### src/pkg/hgp_defines.svh
// register offsets, field positions, reset values and codes for the hub pin control block
`ifndef HGP_DEFINES_SVH
`define HGP_DEFINES_SVH
`define HGP_OFS_RX_PORT_CTL 8'h0c
`define HGP_OFS_IO_LEVEL 8'h0d
`define HGP_OFS_PIN_STS 8'h0e
`define HGP_OFS_INPUT_EN 8'h0f
`define HGP_OFS_PIN0_CTL 8'h10
`define HGP_RST_RX_PORT_CTL 8'h0f
`define HGP_RST_IO_LEVEL 8'h09
`define HGP_RST_INPUT_EN 8'hff
`define HGP_RST_PIN0_CTL 8'h00
`define HGP_BIT_CH1_MAP 5
`define HGP_BIT_CH0_MAP 4
`define HGP_BIT_SEL3P3 7
`define HGP_BIT_OVR 6
`define HGP_SRC_STATUS 3'h4
`define HGP_MODE_3P3 2'h3
`define HGP_MODE_1P8 2'h0
`endif

### src/pkg/hgp_pkg.sv
// types shared by the hub pin control block
package hgp_pkg;
  typedef enum logic [1:0] {
    HGP_IDLE = 2'b00,
    HGP_DATA = 2'b01
  } hgp_phase_e;
  typedef struct packed {
    hgp_phase_e phase;
    logic wr;
    logic [7:0] idx;
  } hgp_ahb_s;
endpackage

### src/hw/hgp_sync.sv
// two-flop synchroniser for a bus of pin levels
`timescale 1ns/10ps
module hgp_sync #(
  parameter int W = 8
) (
  // clock and reset
  input wire logic hclk,
  input wire logic hresetn,
  // data
  input wire logic [W-1:0] d,
  output logic [W-1:0] q
);
  logic [W-1:0] s1_q;
  // first stage feeds only the second
  always_ff @(posedge hclk or negedge hresetn) begin
    if (!hresetn) begin
      s1_q <= '0;
      q <= '0;
    end else begin
      s1_q <= d;
      q <= s1_q;
    end
  end
endmodule

### src/hw/hgp_mux.sv
// pin 0 output source and select multiplexer
`timescale 1ns/10ps
`include "hgp_defines.svh"
module hgp_mux (
  // control
  input wire logic [2:0] src,
  input wire logic [2:0] sel,
  input wire logic out_val,
  // input port status
  input wire logic [15:0] rx_rem,
  input wire logic [3:0] rx_lock,
  input wire logic [3:0] rx_pass,
  input wire logic [3:0] rx_fv,
  input wire logic [3:0] rx_lv,
  input wire logic [3:0] rx_on,
  input wire logic frame_sync_signal,
  // transmit port status
  input wire logic [1:0] tx_pass_and,
  input wire logic [1:0] tx_pass_or,
  input wire logic [1:0] tx_fv,
  input wire logic [1:0] tx_lv,
  input wire logic [1:0] tx_synced,
  input wire logic [1:0] tx_irq,
  // result
  output logic y
);
  logic [1:0] p;
  logic t;
  // binary port index from the source, then the select; reserved codes give low
  always_comb begin
    p = src[1:0];
    t = src[0];
    y = 1'b0;
    if (!src[2]) begin
      unique case (sel)
        3'h0, 3'h1, 3'h2, 3'h3: y = rx_rem[{p, sel[1:0]}];
        3'h4: y = rx_lock[p];
        3'h5: y = rx_pass[p];
        3'h6: y = rx_fv[p];
        default: y = rx_lv[p];
      endcase
    end else if (src == `HGP_SRC_STATUS) begin
      unique case (sel)
        3'h0: y = out_val;
        3'h1: y = |(rx_lock & rx_on);
        3'h2: y = &(rx_lock | ~rx_on);
        3'h3: y = &(rx_pass | ~rx_on);
        3'h4: y = frame_sync_signal;
        default: y = 1'b0;
      endcase
    end else if (src[1]) begin
      unique case (sel)
        3'h0: y = tx_pass_and[t];
        3'h1: y = tx_pass_or[t];
        3'h2: y = tx_fv[t];
        3'h3: y = tx_lv[t];
        3'h4: y = tx_synced[t];
        3'h5: y = tx_irq[t];
        default: y = 1'b0;
      endcase
    end
  end
endmodule

### src/hw/hgp_top.sv
// hub pin control: ahb-lite registers, level select, pin status and pin 0 output
`timescale 1ns/10ps
`include "hgp_defines.svh"
module hgp_top
  import hgp_pkg::*;
(
  // clock and reset
  input wire logic hclk,
  input wire logic hresetn,
  // ahb-lite slave
  input wire logic hsel,
  input wire logic [31:0] haddr,
  input wire logic [1:0] htrans,
  input wire logic hwrite,
  input wire logic [2:0] hsize,
  input wire logic [31:0] hwdata,
  input wire logic hready,
  output logic [31:0] hrdata,
  output logic hreadyout,
  output logic hresp,
  // supply detect pin, asynchronous
  input wire logic detected_3p3,
  // general-purpose pins
  input wire logic [7:0] pin_in,
  output logic pin0_out,
  output logic pin0_oe,
  // remote status, asynchronous to hclk
  input wire logic [15:0] rx_rem,
  input wire logic [3:0] rx_lock,
  input wire logic [3:0] rx_pass,
  input wire logic [3:0] rx_fv,
  input wire logic [3:0] rx_lv,
  input wire logic frame_sync_signal,
  input wire logic [1:0] tx_pass_and,
  input wire logic [1:0] tx_pass_or,
  input wire logic [1:0] tx_fv,
  input wire logic [1:0] tx_lv,
  input wire logic [1:0] tx_synced,
  input wire logic [1:0] tx_irq,
  // control outputs
  output logic chan1_target_port_sel,
  output logic chan0_target_port_sel,
  output logic [3:0] input_port_rx_on,
  output logic high_voltage_level_select,
  output logic [1:0] io_supply_mode
);
  typedef struct packed {
    hgp_ahb_s ap;
    logic [7:0] rx_ctl;
    logic [7:0] io_lvl;
    logic [7:0] in_en;
    logic [7:0] p0_ctl;
    logic [31:0] rdata;
    logic pin0;
    logic oe;
    logic sel3;
    logic [1:0] mode;
  } hgp_state_s;

  hgp_state_s st_q, st_d;
  logic [7:0] pins_s;
  logic det_s;
  logic [44:0] stat_s;
  logic mux_y;
  logic [7:0] pin_levels;
  logic [7:0] io_rd;

  // all asynchronous inputs pass two flops before use
  hgp_sync #(.W(8)) u_sync_pins (
    .hclk(hclk),
    .hresetn(hresetn),
    .d(pin_in),
    .q(pins_s)
  );
  hgp_sync #(.W(1)) u_sync_det (
    .hclk(hclk),
    .hresetn(hresetn),
    .d(detected_3p3),
    .q(det_s)
  );
  hgp_sync #(.W(45)) u_sync_stat (
    .hclk(hclk),
    .hresetn(hresetn),
    .d({rx_rem, rx_lock, rx_pass, rx_fv, rx_lv, frame_sync_signal,
        tx_pass_and, tx_pass_or, tx_fv, tx_lv, tx_synced, tx_irq}),
    .q(stat_s)
  );

  // pin 0 output selection
  hgp_mux u_mux (
    .src(st_q.p0_ctl[4:2]),
    .sel(st_q.p0_ctl[7:5]),
    .out_val(st_q.p0_ctl[1]),
    .rx_rem(stat_s[44:29]),
    .rx_lock(stat_s[28:25]),
    .rx_pass(stat_s[24:21]),
    .rx_fv(stat_s[20:17]),
    .rx_lv(stat_s[16:13]),
    .rx_on(st_q.rx_ctl[3:0]),
    .frame_sync_signal(stat_s[12]),
    .tx_pass_and(stat_s[11:10]),
    .tx_pass_or(stat_s[9:8]),
    .tx_fv(stat_s[7:6]),
    .tx_lv(stat_s[5:4]),
    .tx_synced(stat_s[3:2]),
    .tx_irq(stat_s[1:0]),
    .y(mux_y)
  );

  // disabled input paths read as low
  assign pin_levels = pins_s & st_q.in_en;

  // without override the level fields read back the detected supply
  always_comb begin
    io_rd = st_q.io_lvl;
    if (!st_q.io_lvl[`HGP_BIT_OVR]) begin
      io_rd[`HGP_BIT_SEL3P3] = det_s;
      io_rd[5:4] = det_s ? `HGP_MODE_3P3 : `HGP_MODE_1P8;
    end
  end

  // next state: bus phases, register writes, read data, outputs
  always_comb begin
    st_d = st_q;
    // data phase of a write lands in the addressed register
    if (st_q.ap.phase == HGP_DATA && st_q.ap.wr) begin
      unique case (st_q.ap.idx)
        `HGP_OFS_RX_PORT_CTL: st_d.rx_ctl = hwdata[7:0];
        `HGP_OFS_IO_LEVEL: st_d.io_lvl = hwdata[7:0];
        `HGP_OFS_INPUT_EN: st_d.in_en = hwdata[7:0];
        `HGP_OFS_PIN0_CTL: st_d.p0_ctl = hwdata[7:0];
        default: ;
      endcase
    end
    // address phase; read data prepared for the next cycle
    st_d.ap.phase = HGP_IDLE;
    st_d.ap.wr = 1'b0;
    st_d.rdata = 32'h0000_0000;
    if (hsel && hready && htrans[1]) begin
      st_d.ap.phase = HGP_DATA;
      st_d.ap.wr = hwrite;
      // out-of-range addresses map to an unused index so writes are dropped
      st_d.ap.idx = (haddr[31:10] == 22'h0) ? haddr[9:2] : 8'hff;
      if (!hwrite && haddr[31:10] == 22'h0) begin
        unique case (haddr[9:2])
          `HGP_OFS_RX_PORT_CTL: st_d.rdata = {24'h00_0000, st_q.rx_ctl};
          `HGP_OFS_IO_LEVEL: st_d.rdata = {24'h00_0000, io_rd};
          `HGP_OFS_PIN_STS: st_d.rdata = {24'h00_0000, pin_levels};
          `HGP_OFS_INPUT_EN: st_d.rdata = {24'h00_0000, st_q.in_en};
          `HGP_OFS_PIN0_CTL: st_d.rdata = {24'h00_0000, st_q.p0_ctl};
          default: st_d.rdata = 32'h0000_0000;
        endcase
      end
    end
    // supply controls: override picks the written fields
    if (st_q.io_lvl[`HGP_BIT_OVR]) begin
      st_d.sel3 = st_q.io_lvl[`HGP_BIT_SEL3P3];
      st_d.mode = st_q.io_lvl[5:4];
    end else begin
      st_d.sel3 = det_s;
      st_d.mode = det_s ? `HGP_MODE_3P3 : `HGP_MODE_1P8;
    end
    // driver active only while enable bit is set
    st_d.oe = st_q.p0_ctl[0];
    st_d.pin0 = st_q.p0_ctl[0] & mux_y;
  end

  // single state register
  always_ff @(posedge hclk or negedge hresetn) begin
    if (!hresetn) begin
      st_q.ap <= '{phase: HGP_IDLE, wr: 1'b0, idx: 8'h00};
      st_q.rx_ctl <= `HGP_RST_RX_PORT_CTL;
      st_q.io_lvl <= `HGP_RST_IO_LEVEL;
      st_q.in_en <= `HGP_RST_INPUT_EN;
      st_q.p0_ctl <= `HGP_RST_PIN0_CTL;
      st_q.rdata <= 32'h0000_0000;
      st_q.pin0 <= 1'b0;
      st_q.oe <= 1'b0;
      st_q.sel3 <= 1'b0;
      st_q.mode <= 2'h0;
    end else begin
      st_q <= st_d;
    end
  end

  // outputs straight from flops; slave never stalls, always okay
  assign hrdata = st_q.rdata;
  assign hreadyout = 1'b1;
  assign hresp = 1'b0;
  assign chan1_target_port_sel = st_q.rx_ctl[`HGP_BIT_CH1_MAP];
  assign chan0_target_port_sel = st_q.rx_ctl[`HGP_BIT_CH0_MAP];
  assign input_port_rx_on = st_q.rx_ctl[3:0];
  assign high_voltage_level_select = st_q.sel3;
  assign io_supply_mode = st_q.mode;
  assign pin0_out = st_q.pin0;
  assign pin0_oe = st_q.oe;
endmodule

### config.mk
export PLATFORM = sky130hd
export DESIGN_NAME = hgp_top
export DESIGN_NICKNAME = d
export VERILOG_FILES = /design/src/pkg/hgp_pkg.sv /design/src/hw/hgp_sync.sv /design/src/hw/hgp_mux.sv /design/src/hw/hgp_top.sv
export VERILOG_INCLUDE_DIRS = /design/src /design/src/pkg
export SDC_FILE = /design/constraint.sdc
export NUM_CORES = 1
export LEC_CHECK = 0
export BUFFER_PORTS_ARGS = -buffer_cell sky130_fd_sc_hd__buf_4
export CAP_MARGIN = 20
export CORE_MARGIN = 2
export CORE_UTILIZATION = 27
export CTS_BUF_LIST = sky130_fd_sc_hd__clkbuf_4 sky130_fd_sc_hd__clkbuf_8 sky130_fd_sc_hd__clkbuf_16
export DETAILED_ROUTE_END_ITERATION = 10
export PLACE_DENSITY_LB_ADDON = 0.08
export SLEW_MARGIN = 0
export SYNTH_ARGS = -nofsm -noshare
export SYNTH_HDL_FRONTEND = slang
export SYNTH_HIERARCHICAL = 1
export SYNTH_SLANG_ARGS = --single-unit
### constraint.sdc
create_clock -name hclk -period 4.1 [get_ports hclk]
set_input_delay 0.615 -clock hclk [delete_from_list [all_inputs] [get_ports hclk]]
set_output_delay 0.615 -clock hclk [all_outputs]
set_load 0.01 [all_outputs]
# After elaboration in Yosys (flattened, before gate mapping)
# Index checks and enable logic that the tools add are counted.
# op_classes
order_cmp	3
n_eq_ne	17
n_mux	37
bitwise	6
n_reduce_logical	15
# ops
op	count
8-bit by 4-bit equality test with 1-bit output (second input constant)	7
8-bit case mux with 5 select lines	1
8-bit two-way mux	3
22-bit zero test	1
1-bit two-way mux	21
8-bit by 5-bit equality test with 1-bit output (second input constant)	2
3-bit equality test (second input constant)	4
10-bit two-way mux	1
8-bit bitwise AND	1
1-bit binary-select mux with 2-bit select	4
4-bit bitwise OR	2
2-bit AND reduction	4
4-bit AND reduction	2
4-bit OR reduction	2
3-bit by 2-bit equality test with 1-bit output (second input constant)	2
1-bit case mux with 6 select lines	1
4-bit by 5-bit less-than comparator with 1-bit output (second input constant)	1
1-bit case mux with 5 select lines	1
4-bit bitwise AND	1
1-bit binary-select mux with 4-bit select	1
1-bit logical AND	4
2-bit two-way mux	2
4-bit inverter	1
1-bit case mux with 4 select lines	1
8 further kinds	8
# totals
register_bits	188
in_bits	128
out_inout_bits	45

# Logic depth before layout (Yosys ltp)
# Gate-level depths: netlist (run 1).
# logic_depth
word_depth	7
mapped_depth	7
ltp_nobuf	6

# Modules after synthesis
# The synthesis (run 1) kept the hierarchy.
# modules_own_cells
module	instances	cells_each	area_each_um2	seq_area_each_um2
hgp_top	1	227	2752.6	1393.8
hgp_sync (u_sync_stat)	1	90	2252.2	2252.2
hgp_mux	1	50	513.0	0.0
hgp_sync (u_sync_pins)	1	16	400.4	400.4
hgp_sync (u_sync_det)	1	2	50.0	50.0

# Worst setup path before layout (run 1)
# No wires, ideal clock.
# synth_timing
path_type	in2reg
start	input haddr[7]
end	register st_q (netlist bit hrdata[4])
t_arrival_ps	1871
setup_slack_ps	2146
cell_stages	5
path_buffers	1
cell_sequence	or3_1 -> or3_1 -> clkbuf_1 -> or2_2 -> a21oi_1
# synth_lines
item	line	rtl
start: declaration	hgp_top.sv:12	input wire logic [31:0] haddr,
end signal: assignment	hgp_top.sv:182	st_q <= st_d;
end: declaration	hgp_top.sv:60	hgp_state_s st_q, st_d;

==> results of run 1 <==
-- final timing paths --
kind | endpoint | slack, ps | cells after the start
setup / recovery | pin0_out | 1730 | 5
hold / removal | st_q[74] | 290 | 1
setup reg to reg | pin0_out | 1730 | 5
hold reg to reg | u_sync_stat/q[23] | 350 | 0
max in group asynchronous | u_sync_stat/q[7] | 2810 | 2
min in group hclk | u_sync_stat/s1_q[37] | 300 | 1
-- final cells by class --
cell class / count / area (µm²) / area share [%]
clock buffers: 19 / 440 / 5.84
clock inverters: 13 / 150 / 1.99
well taps: 280 / 350 / 4.65
inverters: 1 / 3.75 / 0.0498
multi-input cells: 195 / 1610 / 21.3
repair buffers: 118 / 890 / 11.8
flip-flops and latches: 163 / 4100 / 54.3
-- layer usage --
metal	track usage, %	wire (µm)
met2	18.6	6310
met5	0	0
met4	4.41	164
met3	2.99	719
met1	15.1	5700
-- cell families after synthesis --
family | count (synthesis) | share of synthesized area, %
other | 2 | 0.126
buffers and inverters | 51 | 5.93
and+or+nand+nor | 64 | 6.46
muxes | 48 | 11.7
AOI/OAI and AO/OA | 57 | 7.15
DFF | 163 | 68.6
-- report_power, final --
part           switching [W]  internal (W)
clock               0.000655      0.000923
combinational      0.0000882     0.0000949
sequential         0.0000238       0.00168
total               0.000767       0.00270
-- critical path: stages (launching register included) --
cell and delay, ps:
dfrtp_1 770, mux4_1 660, mux4_2 490, nand4_1 100, o211ai_1 80, and2_1 160
-- sequential cells by signal, summed over array words and instances (netlist names) --
signal and cells:
chan0_target_port_sel 1, u_sync_stat/q 45, u_sync_stat/s1_q 45, chan1_target_port_sel 1
high_voltage_level_select 1, u_sync_det/s1_q 1, u_sync_pins/s1_q 8, pin0_oe 1
u_sync_det/q 1, st_q 30, io_supply_mode 2, io_rd 5
hrdata 8, pin0_out 1, st_d 1, u_sync_pins/q 8
input_port_rx_on 4
-- stage by stage --
step,setup slack [ps],hold WS (ps),power [W],area [µm²]
finish,1730,290,0.00346,7540
global route,1610,275,0.00361,7540
CTS,1670,274,0.00353,7540
detailed placement,1700,335,0.00192,6950
global placement,1680,337,0.00192,6950
floorplan,2150,319,0.00180,6060
-- Yosys cell counts (3+ instances only) --
library cell,number,share of area (%)
mux2i_1,3,0.50
a22oi_1,10,1.3
mux2_2,26,4.9
nand2b_1,12,1.3
nor2b_1,3,0.31
clkbuf_1,7,0.44
mux4_2,9,3.4
or2_2,3,0.31
nand2_1,12,0.75
buf_4,41,5.2
o21ai_0,4,0.34
o211a_1,8,1.3
nor2_1,10,0.63
o2111ai_1,3,0.44
nor4_1,7,0.73
o22a_1,13,1.9
a21oi_1,13,1.1
mux2_4,8,2.0
dfstp_2,14,6.2
dfrtp_1,149,62
==> flow_metrics.py, run 1 <==
metrics = {
    "yosys": {
        "synth_area_mm2": 0.00597,
        "ys_seq_area_share_pct": 68.6,
        "ys_warn_count": 6,
        "synth_seq_cells": 163,
        "ys_types": 42,
        "async_reset_ff_share_pct": 100,
        "ys.flop_type": "dfrtp_1",
        "synth_edf_count": 0,
        "synth_cells": 385,
        "synth_area_per_cell_um2": 15.5,
    },
    "timing": {
        "fin_setup_tns_ps": 0,
        "period_share_pct": 57.8,
        "fin_crit_ps": 2370,
        "finalSetupViolations": 0,
        "drv_slew": 0,
        "relSlewSlack_pct": 41.4,
        "tightest_slew_ps": 879,
        "fmax_mhz": 422,
        "skew_ps": 11.4,
        "rsz0062_at_grt": "no",
        "hold_violations": 0,
    },
    "finish": {
        "area_growth_pct": 26.3,
        "layout_commonest_cell": "dfrtp_1",
        "final_cell_mix": "dfrtp_1 (149), buf_4 (117), mux2_2 (26), conb_1 (26), clkbuf_16 (17)",
        "fillers": 2149,
        "antenna_cells": 0,
        "instances_no_fill": 789,
        "fin_util_pct": 34.7,
        "final_nets": 624,
        "drive_gt1_share_pct": 42.0,
    },
    "floorplan": {
        "die_h_um": 153,
        "rows": 54,
        "dieWidth_um": 153,
        "initial_utilization_pct": 27.4,
        "die_area_mm2": 0.0233,
        "ios": 173,
        "core_mm2": 0.0218,
    },
    "critical_path": {
        "cp-start-kind": "flip-flop",
        "critical_path_arrival_ps": 2680,
        "reg2reg_from": "st_q[39]",
        "cp_max_fo": 14,
        "critPathKind": "reg2reg",
        "cp-end-kind": "flip-flop",
        "startpoint": "st_q[39]",
        "crit_required_ps": 4410,
    },
    "placed_design": {
        "finalWeightedCongestion": 0.750,
        "dpl.hpwl_mm": 8.92,
        "portBuffers": 116,
        "dp.cells": 757,
    },
    "clocking": {
        "post_cts_buffers": 0,
        "clock_sinks": 163,
        "clockBufferDepth": 2,
        "htree_levels": 4,
        "cts_tree": "yes",
        "clk_latency_ps": 410,
        "clkTransAtPathRegs_ps": 60,
        "cts-root-buf": "clkbuf_16",
        "cts_buffers": 17,
        "cts_hold_buffers": 0,
        "postCtsResizedCells": 0,
    },
    "global_routing": {
        "gr-total-overflow": 0,
        "grt_max_degree": 98,
        "grt_pass1_vias": 3707,
        "grt_use_total_pct": 11.6,
        "antenna_found_initial": 0,
        "grt_pass1_wl_mm": 20.7,
    },
    "drt": {
        "vias_per_cell": 4.24,
        "ant_nets": 0,
        "wl_per_cell_um": 16.3,
        "drt_iter0_drc": 152,
        "drc": 0,
        "dr_total_vias": 3345,
        "dr.pass1.iters": 4,
        "postRouteWirelength_mm": 12.9,
    },
    "power": {
        "ir_drop_mv": 0.242,
        "power.density_mw_per_mm2": 459,
        "p_leak_nw": 3.40,
    },
    "run": {
        "cap_violations": 0,
    },
    "run_status": {
        "status": "complete, no violations",
    },
    "worst_hold_path": {
        "hp-class": "in2async",
    },
}
(Power assumes the default switching activity.)
==> inputs of run 2 (changes only) <==
--- a/config.mk
+++ b/config.mk
@@ -6,6 +6,7 @@
 export SDC_FILE = /design/constraint.sdc
 export NUM_CORES = 1
 export LEC_CHECK = 0
+export ABC_AREA = 1
 export BUFFER_PORTS_ARGS = -buffer_cell sky130_fd_sc_hd__buf_4
 export CAP_MARGIN = 20
 export CORE_MARGIN = 2
==> constraint.sdc (replaced) <==
create_clock -name hclk -period 2 [get_ports hclk]
set_input_delay 0.3 -clock hclk [delete_from_list [all_inputs] [get_ports hclk]]
set_output_delay 0.3 -clock hclk [all_outputs]
set_load 0.01 [all_outputs]
==> flow_metrics.py, run 2 <==
metrics = {
    "placed_design": {
        "portBuffers": 116,
        "dpl.hpwl_mm": 11.2,
        "dp_worst_setup_slack_ps": 303,
        "finalWeightedCongestion": 0.827,
    },
    "global_routing": {
        "grt_pass1_vias": 4942,
        "grt_use_total_pct": 12.8,
        "grt_max_degree": 61,
        "gr-total-overflow": 0,
        "antenna_found_initial": 0,
        "grt_pass1_wl_mm": 25.4,
    },
    "floorplan": {
        "ios": 173,
        "die_h_um": 159,
        "initial_utilization_pct": 27.6,
        "core_mm2": 0.0236,
        "dieWidth_um": 159,
        "die_area_mm2": 0.0254,
        "rows": 56,
    },
    "critical_path": {
        "critPathKind": "reg2reg",
        "crit_required_ps": 2320,
        "cp-end-kind": "flip-flop",
        "cp_top_family": "simple AND/OR/NAND/NOR gates",
        "cp-start-kind": "flip-flop",
        "cp_max_fo": 12,
        "critPathMostFrequentCell": "nand2_1",
        "slowest_stage": "dfrtp_1",
        "critical_path_arrival_ps": 2020,
        "cp_cell_sequence": "inv_4 > nand2_2 > nand2_1 > nand3_1 > nand2_1 > nor2_1 > nand2_1 > nand2_1 > nand2_1 > nand2_1 > nand2_1 > nand2_1 > inv_1",
        "critPathBufInv": 2,
        "cp_slowest_stage_delay_ps": 630,
    },
    "finish": {
        "area_growth_pct": 34.3,
        "multi_input_area_mm2": 0.00190,
        "final_cell_mix": "nand2_1 (185), dfrtp_1 (149), buf_4 (125), dlygate4sd3_1 (55), nand3_1 (50)",
        "drive_gt1_share_pct": 29.1,
        "reg_top3": "u_sync_stat/q x45, u_sync_stat/s1_q x45, st_q x30",
        "seqCellArea_mm2": 0.00410,
        "antenna_cells": 0,
        "layout_commonest_cell": "nand2_1",
        "fin_util_pct": 37.1,
        "final_nets": 942,
        "fillers": 2391,
    },
    "yosys": {
        "synth_edf_count": 0,
        "yosysTopAreaCellShare_pct": 57.2,
        "post-synth-top-area-cell": "dfrtp_1",
        "ys_warn_count": 6,
        "async_reset_ff_share_pct": 100,
        "synth_cells": 639,
        "synthTopCellsByArea": "dfrtp_1 (57%), nand2_1 (11%), dfstp_2 (5.6%)",
        "synth_area_per_cell_um2": 10.2,
        "yosysMostFrequentCell": "nand2_1",
        "synth_seq_cells": 163,
        "synth_area_mm2": 0.00652,
        "ys_types": 30,
        "synth_common_cells": "nand2_1 (185), dfrtp_1 (149), nand3_1 (50), nor2_1 (49)",
        "ys.flop_type": "dfrtp_1",
        "ys_seq_area_share_pct": 62.8,
    },
    "drt": {
        "drc": 0,
        "ant_nets": 0,
        "postRouteWirelength_mm": 15.2,
        "dr.pass1.iters": 4,
        "wl_per_cell_um": 13.3,
        "vias_per_cell": 4.02,
        "dr_total_vias": 4602,
        "drt_iter0_drc": 209,
    },
    "power": {
        "p_leak_nw": 4.38,
        "power.density_mw_per_mm2": 831,
        "p_switching_w": 0.00164,
        "power_frac_seq_pct": 47.3,
        "ir_drop_mv": 0.465,
        "swShare_pct": 22.5,
        "combPwrFrac_pct": 6.0,
        "power.internal_w": 0.00564,
        "pwr-share-clk_pct": 46.7,
    },
    "clocking": {
        "clock_sinks": 163,
        "cts_tree": "yes",
        "cts_buffers": 17,
        "clockBufferDepth": 2,
        "clk_latency_ps": 430,
        "postCtsResizedCells": 0,
        "cts-root-buf": "clkbuf_16",
        "htree_levels": 4,
        "clkTransAtPathRegs_ps": 70,
    },
    "timing": {
        "hold_violations": 0,
        "drv_slew": 0,
        "skew_ps": 10.9,
        "relSlewSlack_pct": 64.6,
        "worst_slack_ps": 306,
        "finalSetupViolations": 0,
        "rsz0062_at_grt": "no",
        "fmax_mhz": 590,
        "period_share_pct": 84.7,
        "fin_crit_ps": 1690,
        "tightest_slew_ps": 531,
        "fin_setup_tns_ps": 0,
    },
    "worst_hold_path": {
        "hp-class": "in2reg",
    },
    "run": {
        "cap_violations": 0,
    },
    "run_status": {
        "status": "complete, no violations",
    },
}
[run 2: kinds of logic after synthesis]
kind of cell           Yosys count  share of synthesized area, %
and+or+nand+nor                323                          22.0
DFF                            163                          62.8
buffers and inverters          103                          9.46
AOI/OAI and AO/OA               48                          5.55
other                            2                         0.115
[run 2: through the flow]
step                      instances  area, µm²  power (W)  hold WS [ps]
after floorplan                 663       6610    0.00363          4.41
after global placement         1059       7580    0.00386           306
after detailed placement       1059       7580    0.00387           311
after CTS                      1145       8760    0.00743          77.3
after global routing           1145       8760    0.00760          72.0
final                          1145       8760    0.00728           101
[run 2: metal layers]
metal	vias up	GRT usage, %	wire length [µm]
li1	2288	-	-
met1	2164	15.5	6690
met2	132	21.9	7470
met3	18	3.88	780
met4	0	3.93	235
met5	-	0	0
[run 2: power by group through the flow]
stage,registers [W],clock network (W),logic [W]
6_report,0.00344,0.00340,0.000436
3_5_place_dp,0.00351,0,0.000361
4_1_cts,0.00345,0.00353,0.000446
5_1_grt,0.00346,0.00366,0.000485
3_3_place_gp,0.00351,0,0.000355
2_1_floorplan,0.00349,0,0.000140
[run 2: worst min-delay path: stages]
cell and delay, ps:
buf_4 120, inv_1 40, nor2_1 40
[run 2: final timing paths]
| check | slack, ps | cells past startpoint | startpoint | endpoint |
|---|---|---|---|---|
| setup / recovery | 310 | 13 | st_q[39] | pin0_out |
| hold / removal | 100 | 3 | hwrite | st_q[77] |
| setup reg to reg | 310 | 13 | st_q[39] | pin0_out |
| hold reg to reg | 350 | 0 | u_sync_stat/s1_q[30] | u_sync_stat/q[30] |
| max in group asynchronous | 880 | 3 | hresetn | u_sync_stat/q[33] |
| min in group asynchronous | 420 | 2 | hresetn | st_q[78] |
[run 2: repair_timing]
action                                 in CTS  in global routing
setup buffers                               0                  0
hold buffers                               55                  0
endpoints found under the hold margin      95                  0
[run 2: area by class of cell]
| class | count | area share [%] |
|---|---|---|
| repair buffers | 183 | 17.6 |
| inverters | 52 | 2.29 |
| multi-input cells | 397 | 21.6 |
| flip-flops and latches | 163 | 46.8 |
| clock buffers | 17 | 4.86 |
| clock inverters | 14 | 2.27 |
| well taps | 319 | 4.56 |
